<file path="config.mk">
export PLATFORM = sky130hd
export DESIGN_NAME = etc_timer
export DESIGN_NICKNAME = d
export VERILOG_FILES = /design/src/common/etc_pkg.sv /design/src/rtl/etc_timer.sv
export VERILOG_INCLUDE_DIRS = /design/src /design/src/common
export SDC_FILE = /design/constraint.sdc
export NUM_CORES = 1
export LEC_CHECK = 0
export BUFFER_PORTS_ARGS = -buffer_cell sky130_fd_sc_hd__buf_2
export CAP_MARGIN = 30
export CORE_UTILIZATION = 50
export DETAILED_ROUTE_END_ITERATION = 12
export GPL_ROUTABILITY_DRIVEN = 0
export PLACE_DENSITY = 0.88
export SETUP_SLACK_MARGIN = 0.4
export SYNTH_ARGS = -nofsm -noshare
export SYNTH_HDL_FRONTEND = slang
export SYNTH_SLANG_ARGS = --single-unit
export TNS_END_PERCENT = 1
</file>
<file path="constraint.sdc">
create_clock -name hclk -period 2.6 [get_ports hclk]
set_input_delay 0.26 -clock hclk [delete_from_list [all_inputs] [get_ports hclk]]
set_output_delay 0.26 -clock hclk [all_outputs]
set_load 0.05 [all_outputs]
</file>
<file path="src/common/etc_map.svh">
// Purpose: Register offsets, field positions and reset values of the 8-bit timer core
// Assumes: 32-bit AHB-Lite data, one aligned word per register
// Notes:   Included by the package users; definitions only
`ifndef ETC_MAP_SVH
`define ETC_MAP_SVH

// ----------------------------------------------------------------------
// Register byte offsets
// ----------------------------------------------------------------------
`define ETC_OFF_CTRL_A   8'h00
`define ETC_OFF_CTRL_B   8'h04
`define ETC_OFF_COUNT    8'h08
`define ETC_OFF_CMP_A    8'h0c
`define ETC_OFF_CMP_B    8'h10
`define ETC_OFF_FLAG     8'h14
`define ETC_OFF_MASK     8'h18
`define ETC_OFF_POWER    8'h1c

// ----------------------------------------------------------------------
// Field positions
// ----------------------------------------------------------------------
`define ETC_CA_MODE_LO   0
`define ETC_CA_COMB_LO   4
`define ETC_CA_COMA_LO   6
`define ETC_CB_CS_LO     0
`define ETC_CB_MODE2     3
`define ETC_CB_FOCB      6
`define ETC_CB_FOCA      7
`define ETC_FL_OVF       0
`define ETC_FL_CMPA      1
`define ETC_FL_CMPB      2

// ----------------------------------------------------------------------
// Reset values and constants
// ----------------------------------------------------------------------
`define ETC_RST_BYTE     8'h00
`define ETC_RST_POWER    1'b1
`define ETC_BOTTOM       8'h00
`define ETC_MAX          8'hff
`define ETC_CLK_NS       4

`endif

</file>
<file path="src/common/etc_pkg.sv">
// Purpose: Types shared by the 8-bit timer core
// Assumes: Offsets and fields live in etc_map.svh
// Notes:   Nothing here is imported; use etc_pkg::name
package etc_pkg;

    typedef enum logic [2:0] {
        ETC_M_NORMAL, ETC_M_PWM_PC, ETC_M_CTC, ETC_M_FAST,
        ETC_M_RSV4, ETC_M_PWM_PC_A, ETC_M_RSV6, ETC_M_FAST_A
    } etc_mode_e;

    typedef struct packed {
        logic [7:0] count;
        logic [7:0] cmp_a;
        logic [7:0] cmp_b;
    } etc_values_s;

    typedef struct packed {
        logic       ovf;
        logic       cmpa;
        logic       cmpb;
    } etc_events_s;

endpackage

</file>
<file path="src/rtl/etc_timer.sv">
// Purpose: 8-bit timer/counter core with two compares, AHB-Lite registers, one irq
// Assumes: Single-word AHB-Lite transfers; external count pin asynchronous
// Notes:   Prescaler taps counted from hclk; no wait states on the bus
//
// The register offsets and the AHB-Lite interface to the registers were left to the implementer.
`timescale 1ns/100ps
`include "etc_map.svh"

// Function
// - Eight-bit count with bottom and max indications
// - Top is 0xFF or compare A by mode
// - Tick clears, increments or decrements counter
// - Three-bit select picks prescaler tap or pin
// - Select zero stops the counter
// - Software reads and writes count anytime
// - Software count write beats clear and step
// - Mode bits split across control A and B
// - Overflow flag per mode, unmasked raises irq
// - Continuous compares set flag A or B
// - One flag register, one mask register
// - Compare results drive waveform output pins
// - Mode 0 counts up, wraps, flags overflow
// - Mode 2 clears on compare A match
// - Compare buffering in every mode but normal and CTC
// - Compare flags cleared by service or one-write
module etc_timer #(
    parameter int PRESC_W = 10
) (
    // Clock and reset
    input  wire logic        hclk,
    input  wire logic        hresetn,
    // AHB-Lite slave
    input  wire logic        hsel,
    input  wire logic [31:0] haddr,
    input  wire logic [1:0]  htrans,
    input  wire logic        hwrite,
    input  wire logic [2:0]  hsize,
    input  wire logic        hready,
    input  wire logic [31:0] hwdata,
    output logic      [31:0] hrdata,
    output logic             hreadyout,
    output logic             hresp,
    // Interrupt service acknowledges and request
    input  wire logic        ack_ovf,
    input  wire logic        ack_cmpa,
    input  wire logic        ack_cmpb,
    output logic             irq,
    // Pins
    input  wire logic        external_count_pin,
    output logic             compare_output_a_pin,
    output logic             compare_output_b_pin
);

    initial begin
        if (PRESC_W < 10 || PRESC_W > 16) begin
            $error("PRESC_W must lie in 10..16");
        end
    end

    // ------------------------------------------------------------------
    // Bus address phase capture
    // ------------------------------------------------------------------
    logic       wr_pend;
    logic [7:0] wr_addr;
    logic       rd_ok;
    always_ff @(posedge hclk or negedge hresetn) begin
        if (!hresetn) begin
            wr_pend <= 1'b0;
            wr_addr <= 8'h00;
        end else begin
            wr_pend <= hsel && hready && htrans[1] && hwrite;
            if (hsel && hready && htrans[1]) begin
                wr_addr <= haddr[7:0];
            end
        end
    end
    assign rd_ok     = hsel && hready && htrans[1] && !hwrite;
    assign hreadyout = 1'b1;
    assign hresp     = 1'b0;

    logic [7:0] wdat;
    logic       wr_ca, wr_cb, wr_cnt, wr_oa, wr_ob, wr_fl, wr_mk, wr_pw;
    assign wdat   = hwdata[7:0];
    assign wr_ca  = wr_pend && wr_addr == `ETC_OFF_CTRL_A;
    assign wr_cb  = wr_pend && wr_addr == `ETC_OFF_CTRL_B;
    assign wr_cnt = wr_pend && wr_addr == `ETC_OFF_COUNT;
    assign wr_oa  = wr_pend && wr_addr == `ETC_OFF_CMP_A;
    assign wr_ob  = wr_pend && wr_addr == `ETC_OFF_CMP_B;
    assign wr_fl  = wr_pend && wr_addr == `ETC_OFF_FLAG;
    assign wr_mk  = wr_pend && wr_addr == `ETC_OFF_MASK;
    assign wr_pw  = wr_pend && wr_addr == `ETC_OFF_POWER;

    // ------------------------------------------------------------------
    // Control registers
    // ------------------------------------------------------------------
    logic [7:0] control_register_a;
    logic [7:0] control_register_b;
    logic [2:0] timer_mask_register;
    logic       timer_power_reduction_bit;
    always_ff @(posedge hclk or negedge hresetn) begin
        if (!hresetn) begin
            control_register_a        <= `ETC_RST_BYTE;
            control_register_b        <= `ETC_RST_BYTE;
            timer_mask_register       <= 3'h0;
            timer_power_reduction_bit <= `ETC_RST_POWER;
        end else begin
            if (wr_ca) begin
                control_register_a <= wdat & 8'hf3;
            end
            // Force strobes are not stored: they read as zero
            if (wr_cb) begin
                control_register_b <= wdat & 8'h0f;
            end
            if (wr_mk) begin
                timer_mask_register <= wdat[2:0];
            end
            if (wr_pw) begin
                timer_power_reduction_bit <= wdat[0];
            end
        end
    end

    etc_pkg::etc_mode_e mode_field;
    assign mode_field = etc_pkg::etc_mode_e'({control_register_b[`ETC_CB_MODE2],
                                              control_register_a[`ETC_CA_MODE_LO +: 2]});
    logic [2:0] clock_select_field;
    assign clock_select_field = control_register_b[`ETC_CB_CS_LO +: 3];
    logic [1:0] compare_output_action_a, compare_output_action_b;
    assign compare_output_action_a = control_register_a[`ETC_CA_COMA_LO +: 2];
    assign compare_output_action_b = control_register_a[`ETC_CA_COMB_LO +: 2];
    logic force_a, force_b;
    assign force_a = wr_cb && wdat[`ETC_CB_FOCA];
    assign force_b = wr_cb && wdat[`ETC_CB_FOCB];

    logic is_pwm, is_pc, top_is_a;
    assign is_pwm   = mode_field != etc_pkg::ETC_M_NORMAL && mode_field != etc_pkg::ETC_M_CTC;
    assign is_pc    = mode_field == etc_pkg::ETC_M_PWM_PC || mode_field == etc_pkg::ETC_M_PWM_PC_A;
    assign top_is_a = mode_field == etc_pkg::ETC_M_CTC || mode_field == etc_pkg::ETC_M_PWM_PC_A
                      || mode_field == etc_pkg::ETC_M_FAST_A;

    // ------------------------------------------------------------------
    // Tick generation
    // ------------------------------------------------------------------
    logic [PRESC_W-1:0] presc;
    logic [2:0]         pin_sync;
    logic               enabled;
    assign enabled = !timer_power_reduction_bit;
    always_ff @(posedge hclk or negedge hresetn) begin
        if (!hresetn) begin
            presc    <= '0;
            pin_sync <= 3'h0;
        end else begin
            presc    <= enabled ? presc + 1'b1 : '0;
            pin_sync <= {pin_sync[1:0], external_count_pin};
        end
    end

    logic timer_tick;
    logic pin_fall, pin_rise;
    assign pin_fall = pin_sync[2] && !pin_sync[1];
    assign pin_rise = !pin_sync[2] && pin_sync[1];
    always_comb begin
        timer_tick = 1'b0;
        unique case (clock_select_field)
            3'h0: timer_tick = 1'b0;
            3'h1: timer_tick = 1'b1;
            3'h2: timer_tick = presc[2:0] == 3'h7;
            3'h3: timer_tick = presc[5:0] == 6'h3f;
            3'h4: timer_tick = presc[7:0] == 8'hff;
            3'h5: timer_tick = presc[9:0] == 10'h3ff;
            3'h6: timer_tick = pin_fall;
            3'h7: timer_tick = pin_rise;
        endcase
        if (!enabled) begin
            timer_tick = 1'b0;
        end
    end

    // ------------------------------------------------------------------
    // Compare registers
    // ------------------------------------------------------------------
    etc_pkg::etc_values_s val;
    logic [7:0] buf_a, buf_b;
    logic [7:0] top_val;
    logic       at_top, at_bottom, at_max, dir_down, upd_point;
    assign top_val   = top_is_a ? val.cmp_a : `ETC_MAX;
    assign at_bottom = val.count == `ETC_BOTTOM;
    assign at_max    = val.count == `ETC_MAX;
    assign at_top    = val.count == top_val;
    assign upd_point = timer_tick && (is_pc ? at_top : at_bottom);

    always_ff @(posedge hclk or negedge hresetn) begin
        if (!hresetn) begin
            buf_a     <= `ETC_RST_BYTE;
            buf_b     <= `ETC_RST_BYTE;
            val.cmp_a <= `ETC_RST_BYTE;
            val.cmp_b <= `ETC_RST_BYTE;
        end else begin
            if (wr_oa) begin
                buf_a <= wdat;
            end
            if (wr_ob) begin
                buf_b <= wdat;
            end
            if (!is_pwm) begin
                if (wr_oa) begin
                    val.cmp_a <= wdat;
                end
                if (wr_ob) begin
                    val.cmp_b <= wdat;
                end
            end else if (upd_point) begin
                val.cmp_a <= buf_a;
                val.cmp_b <= buf_b;
            end
        end
    end

    // ------------------------------------------------------------------
    // Counter unit
    // ------------------------------------------------------------------
    logic next_dir_down;
    always_comb begin
        next_dir_down = dir_down;
        if (!is_pc) begin
            next_dir_down = 1'b0;
        end else if (at_top) begin
            next_dir_down = 1'b1;
        end else if (at_bottom) begin
            next_dir_down = 1'b0;
        end
    end

    logic cnt_blk;
    always_ff @(posedge hclk or negedge hresetn) begin
        if (!hresetn) begin
            val.count <= `ETC_RST_BYTE;
            dir_down  <= 1'b0;
            cnt_blk   <= 1'b0;
        end else begin
            if (wr_cnt) begin
                val.count <= wdat;
                cnt_blk   <= 1'b1;
            end else if (timer_tick) begin
                cnt_blk  <= 1'b0;
                dir_down <= next_dir_down;
                if (!is_pc && at_top && top_is_a) begin
                    val.count <= `ETC_BOTTOM;
                end else if (is_pc && next_dir_down) begin
                    val.count <= val.count - 8'h01;
                end else if (!is_pc && at_top) begin
                    val.count <= `ETC_BOTTOM;
                end else begin
                    val.count <= val.count + 8'h01;
                end
            end
        end
    end

    // ------------------------------------------------------------------
    // Events and flags
    // ------------------------------------------------------------------
    etc_pkg::etc_events_s ev;
    logic [2:0] timer_flag_register;
    logic [2:0] clr_fl, set_fl;
    assign ev.ovf  = timer_tick && (is_pc ? (at_bottom && dir_down)
                                  : (mode_field == etc_pkg::ETC_M_CTC ? at_max : at_top));
    // continuous compares, blocked after a count write
    assign ev.cmpa = timer_tick && !cnt_blk && val.count == val.cmp_a;
    assign ev.cmpb = timer_tick && !cnt_blk && val.count == val.cmp_b;
    assign set_fl  = {ev.cmpb, ev.cmpa, ev.ovf};
    assign clr_fl  = (wr_fl ? wdat[2:0] : 3'h0) | {ack_cmpb, ack_cmpa, ack_ovf};
    always_ff @(posedge hclk or negedge hresetn) begin
        if (!hresetn) begin
            timer_flag_register <= 3'h0;
        end else begin
            // Set wins over a coincident clear
            timer_flag_register <= (timer_flag_register & ~clr_fl) | set_fl;
        end
    end
    assign irq = |(timer_flag_register & timer_mask_register);

    // ------------------------------------------------------------------
    // Waveform generator
    // ------------------------------------------------------------------
    logic [1:0] wave;
    logic [1:0] match;
    logic [1:0] act [2];
    logic [1:0] frc;
    assign match  = {ev.cmpb, ev.cmpa};
    assign act[0] = compare_output_action_a;
    assign act[1] = compare_output_action_b;
    assign frc    = {force_b, force_a};
    genvar gi;
    generate
        for (gi = 0; gi < 2; gi++) begin : g_wave
            always_ff @(posedge hclk or negedge hresetn) begin
                if (!hresetn) begin
                    wave[gi] <= 1'b0;
                end else if (!is_pwm && (match[gi] || frc[gi])) begin
                    unique case (act[gi])
                        2'h0: wave[gi] <= wave[gi];
                        2'h1: wave[gi] <= !wave[gi];
                        2'h2: wave[gi] <= 1'b0;
                        2'h3: wave[gi] <= 1'b1;
                    endcase
                end else if (is_pwm && act[gi][1] && match[gi]) begin
                    wave[gi] <= is_pc ? (act[gi][0] ^ !next_dir_down) : act[gi][0];
                end else if (is_pwm && act[gi][1] && !is_pc && timer_tick && at_top) begin
                    wave[gi] <= !act[gi][0];
                end
            end
        end
    endgenerate
    always_ff @(posedge hclk or negedge hresetn) begin
        if (!hresetn) begin
            compare_output_a_pin <= 1'b0;
            compare_output_b_pin <= 1'b0;
        end else begin
            compare_output_a_pin <= (|compare_output_action_a) ? wave[0] : 1'b0;
            compare_output_b_pin <= (|compare_output_action_b) ? wave[1] : 1'b0;
        end
    end

    // ------------------------------------------------------------------
    // Read data
    // ------------------------------------------------------------------
    logic [7:0] rsel;
    always_comb begin
        rsel = 8'h00;
        unique case (haddr[7:0])
            `ETC_OFF_CTRL_A: rsel = control_register_a;
            `ETC_OFF_CTRL_B: rsel = control_register_b;
            `ETC_OFF_COUNT:  rsel = val.count;
            `ETC_OFF_CMP_A:  rsel = is_pwm ? buf_a : val.cmp_a;
            `ETC_OFF_CMP_B:  rsel = is_pwm ? buf_b : val.cmp_b;
            `ETC_OFF_FLAG:   rsel = {5'h00, timer_flag_register};
            `ETC_OFF_MASK:   rsel = {5'h00, timer_mask_register};
            `ETC_OFF_POWER:  rsel = {7'h00, timer_power_reduction_bit};
            default:         rsel = 8'h00;
        endcase
    end
    always_ff @(posedge hclk or negedge hresetn) begin
        if (!hresetn) begin
            hrdata <= 32'h0000_0000;
        end else if (rd_ok) begin
            hrdata <= {24'h00_0000, rsel};
        end
    end

endmodule

</file>
==> impl_metrics.env <==
export IMPL_cp_slowest_cell="dfrtp_2"
export IMPL_hpwl_mm=10.8
export IMPL_crit_top_cell="buf_4"
export IMPL_drive_gt1_frac=0.280
export IMPL_setup_worst_path_class="register to register"
export IMPL_synthCells=608
export IMPL_cts_tree="yes"
export IMPL_drt_first_pass_iters=7
export IMPL_fin_skew_ns=0.0113
export IMPL_hold_class="input port to register"
export IMPL_routed_via_density=6.58
export IMPL_port_buffers=36
export IMPL_grt_max_degree=94
export IMPL_yosysWarnings=0
export IMPL_coreArea_um2=10900
export IMPL_syn_cell_area_um2=5680
export IMPL_cts_sinks=93
export IMPL_floorplan_initialDensity=0.520
export IMPL_setup_ws_ns=0.0130
export IMPL_rsz0062_at_grt="true"
export IMPL_clockBufferDepth=2
export IMPL_hold_violations=0
export IMPL_cp_top_family="compound AO/OA/AOI/OAI gates"
export IMPL_grt_remaining_overflow=0
export IMPL_reg2reg_from="val[19]"
export IMPL_period_needed_ns=2.59
export IMPL_fin_crit_sh=0.995
export IMPL_critPathMaxFanout=11
export IMPL_yosysTopAreaCellShare=0.405
export IMPL_num_vias=5293
export IMPL_drc_errors=0
export IMPL_final_max_slew_viol_count=0
export IMPL_arrival_ns=2.89
export IMPL_synth_area_leaders="dfrtp_1, mux2_2, nand2_1"
export IMPL_finalSetupViolCount=0
export IMPL_finalSetupTns_ns=0
export IMPL_antenna_left=0
export IMPL_cts_root_buffer="clkbuf_16"
export IMPL_critPathMaxStageDelay_ns=0.50
export IMPL_start_kind="register"
export IMPL_synth_edf_count=0
export IMPL_outcome="complete, no violations"
export IMPL_nets=741
export IMPL_p_leak_nw=2.88
export IMPL_worstHoldStart="haddr[7]"
export IMPL_peakVddDrop_v=0.000450
export IMPL_crit_buf_inv=2
export IMPL_syn_to_final_growth_pct=16.1
export IMPL_maxSlewHeadroom=0.549
export IMPL_grt_pass1_wl_mm=26.4
export IMPL_wl_per_cell_um=20.6
export IMPL_critPathLaunch="val[19]"
export IMPL_pre_cts_ws_ns=0.0366
export IMPL_ys_ff_latch=93
export IMPL_die_area_um2=11800
export IMPL_grt_util_all_layers=0.294
export IMPL_place_area_um2=6020
export IMPL_drv_cap=0
export IMPL_async_flop_share=1.00
export IMPL_die_w_um=109
export IMPL_yosysUniqueCellTypes=76
export IMPL_cts_made_buffers=9
export IMPL_endpoint_kind="register"
export IMPL_drt_iter0_drc=817
export IMPL_io_pins=115
export IMPL_cp_cell_sequence="nand3_1, nor4_4, nand2_1, buf_4, a21oi_4, buf_4, a21oi_1, o21ai_0, a32o_1"
export IMPL_tightest_slew_ns=0.676
export IMPL_seq_area_frac_synth=0.410
export IMPL_grt_pass1_vias=5163
export IMPL_htreeDepth=3
export IMPL_path_clk_slew_ns=0.07
export IMPL_die_y_um=109
export IMPL_max_freq_ghz=0.387
export IMPL_synth_top_flop_cell="dfrtp_1"
export IMPL_postSynthAreaPerCell_um2=9.34
export IMPL_fin_area_um2=6600
export IMPL_fin_hold_ws_ns=0.150
export IMPL_synth_area_leader_cell="dfrtp_1"
export IMPL_power_density_nw_per_um2=674
export IMPL_antenna_found_initial=0
export IMPL_clk_latency_ns=0.36
export IMPL_required_ns=2.90
export IMPL_n_antenna_cell=0
export IMPL_core_rowCount=38
export IMPL_routed_wirelength_mm=16.6
[Yosys cell counts, drive strengths merged, types with 3 or more instances]
library cell	count
a21o	7
a221oi	7
o211ai	5
and3	6
o21ai	23
a211o	5
nand2b	15
mux2i	4
nand3b	4
nand2	93
buf	40
o311ai	3
mux2	53
nand3	20
a21boi	11
o2111ai	5
inv	17
ha	4
nor4	7
nor2	34
and2	4
o31ai	9
nor3	12
nor2b	3
dfrtp	92
a31oi	5
xor2	13
clkbuf	18
or4	4
a21oi	27
or3	7
a211oi	8
o22ai	6
[cell families (layout without fill, tap and decap cells)]
kind of cell / after synthesis / after routing / share of synthesized area
and+or+nand+nor: 222 / 222 / 0.195
AOI/OAI and AO/OA: 140 / 140 / 0.177
DFF: 93 / 93 / 0.410
buffers and inverters: 75 / 107 / 0.0731
muxes: 57 / 57 / 0.112
xor gates and xnor gates: 15 / 15 / 0.0231
adders and majority gates: 4 / 4 / 0.00881
other: 2 / 26 / 0.00132
[power breakdown]
| group | internal [W] | leakage, nW | switching (W) | total [W] |
|---|---|---|---|---|
| clock network | 0.000673 | 0.145 | 0.000641 | 0.00131 |
| registers | 0.00159 | 1.14 | 0.000207 | 0.00180 |
| logic | 0.000512 | 1.59 | 0.000825 | 0.00134 |
| total | 0.00277 | 2.88 | 0.00167 | 0.00445 |
[path summary, 6_finish.rpt]
path / depth (start not counted) / slack, ns / endpoint
max in group asynchronous: 3 / 1.71 / val[16]
worst min register to register: 0 / 0.36 / pin_sync[1]
worst max-delay path: 9 / 0.01 / timer_flag_register[0]
worst max register to register: 9 / 0.01 / timer_flag_register[0]
min in group asynchronous: 3 / 0.49 / wr_pend
worst min-delay path: 2 / 0.15 / wr_addr[7]
[per-stage QoR]
stage,cells,utilization,total power (W)
after floorplan,632,-,0.00260
after global placement,776,0.550,0.00286
after detailed placement,776,0.550,0.00292
after CTS,798,0.591,0.00427
after global routing,804,0.603,0.00460
final,804,0.603,0.00445
[layout by cell type (no fill, tap or decap), drive strengths merged, types with 5 or more instances in the layout]
cell	Yosys	routed
a21o	7	7
o2111ai	5	5
nand2	93	93
nor4	7	7
o22ai	6	6
and3	6	6
a31oi	5	5
o211ai	5	5
nor2	34	34
a21boi	11	11
conb	2	26
mux2	53	53
inv	17	22
buf	40	72
nand2b	15	15
nor3	12	12
clkbuf	18	9
a21oi	27	27
o21ai	23	23
a221oi	7	7
a211oi	8	8
xor2	13	13
a211o	5	5
nand3	20	20
or3	7	7
o31ai	9	9
dfrtp	92	92
[registers in the layout, indices dropped and copies added (netlist names), 2 cells and up]
signal,flops
hrdata,8
val,24
buf_b,8
wave,2
control_register_b,4
buf_a,8
pin_sync,3
timer_flag_register,3
control_register_a,6
wr_addr,8
timer_mask_register,3
presc,10
[routing by layer]
layer,GRT usage,vias to the layer above,wire [µm]
li1,-,2235,-
met1,0.374,2498,6030
met2,0.467,428,7740
met3,0.0687,132,1790
met4,0.153,0,997
met5,0,-,0
[area by class of cell]
| type | instances | area [µm²] |
|---|---|---|
| multi-input combinational | 464 | 3230 |
| clock buffer | 9 | 225 |
| clock inverter | 7 | 62.6 |
| sequential | 93 | 2330 |
| timing repair buffer | 74 | 505 |
| tap | 140 | 175 |
| inverter | 17 | 63.8 |
| fill | 824 | 4340 |
[repair_timing]
item / 4_1_cts / 5_1_grt
endpoints found under the hold margin: 92 / 1
resized for setup: 25 / 13
pin swaps: 7 / 8
buffers inserted: 5 / 5
setup endpoints to repair: 31 / 38
hold buffers: 1 / 1
Note: power is estimated with default switching activity, not from simulation.
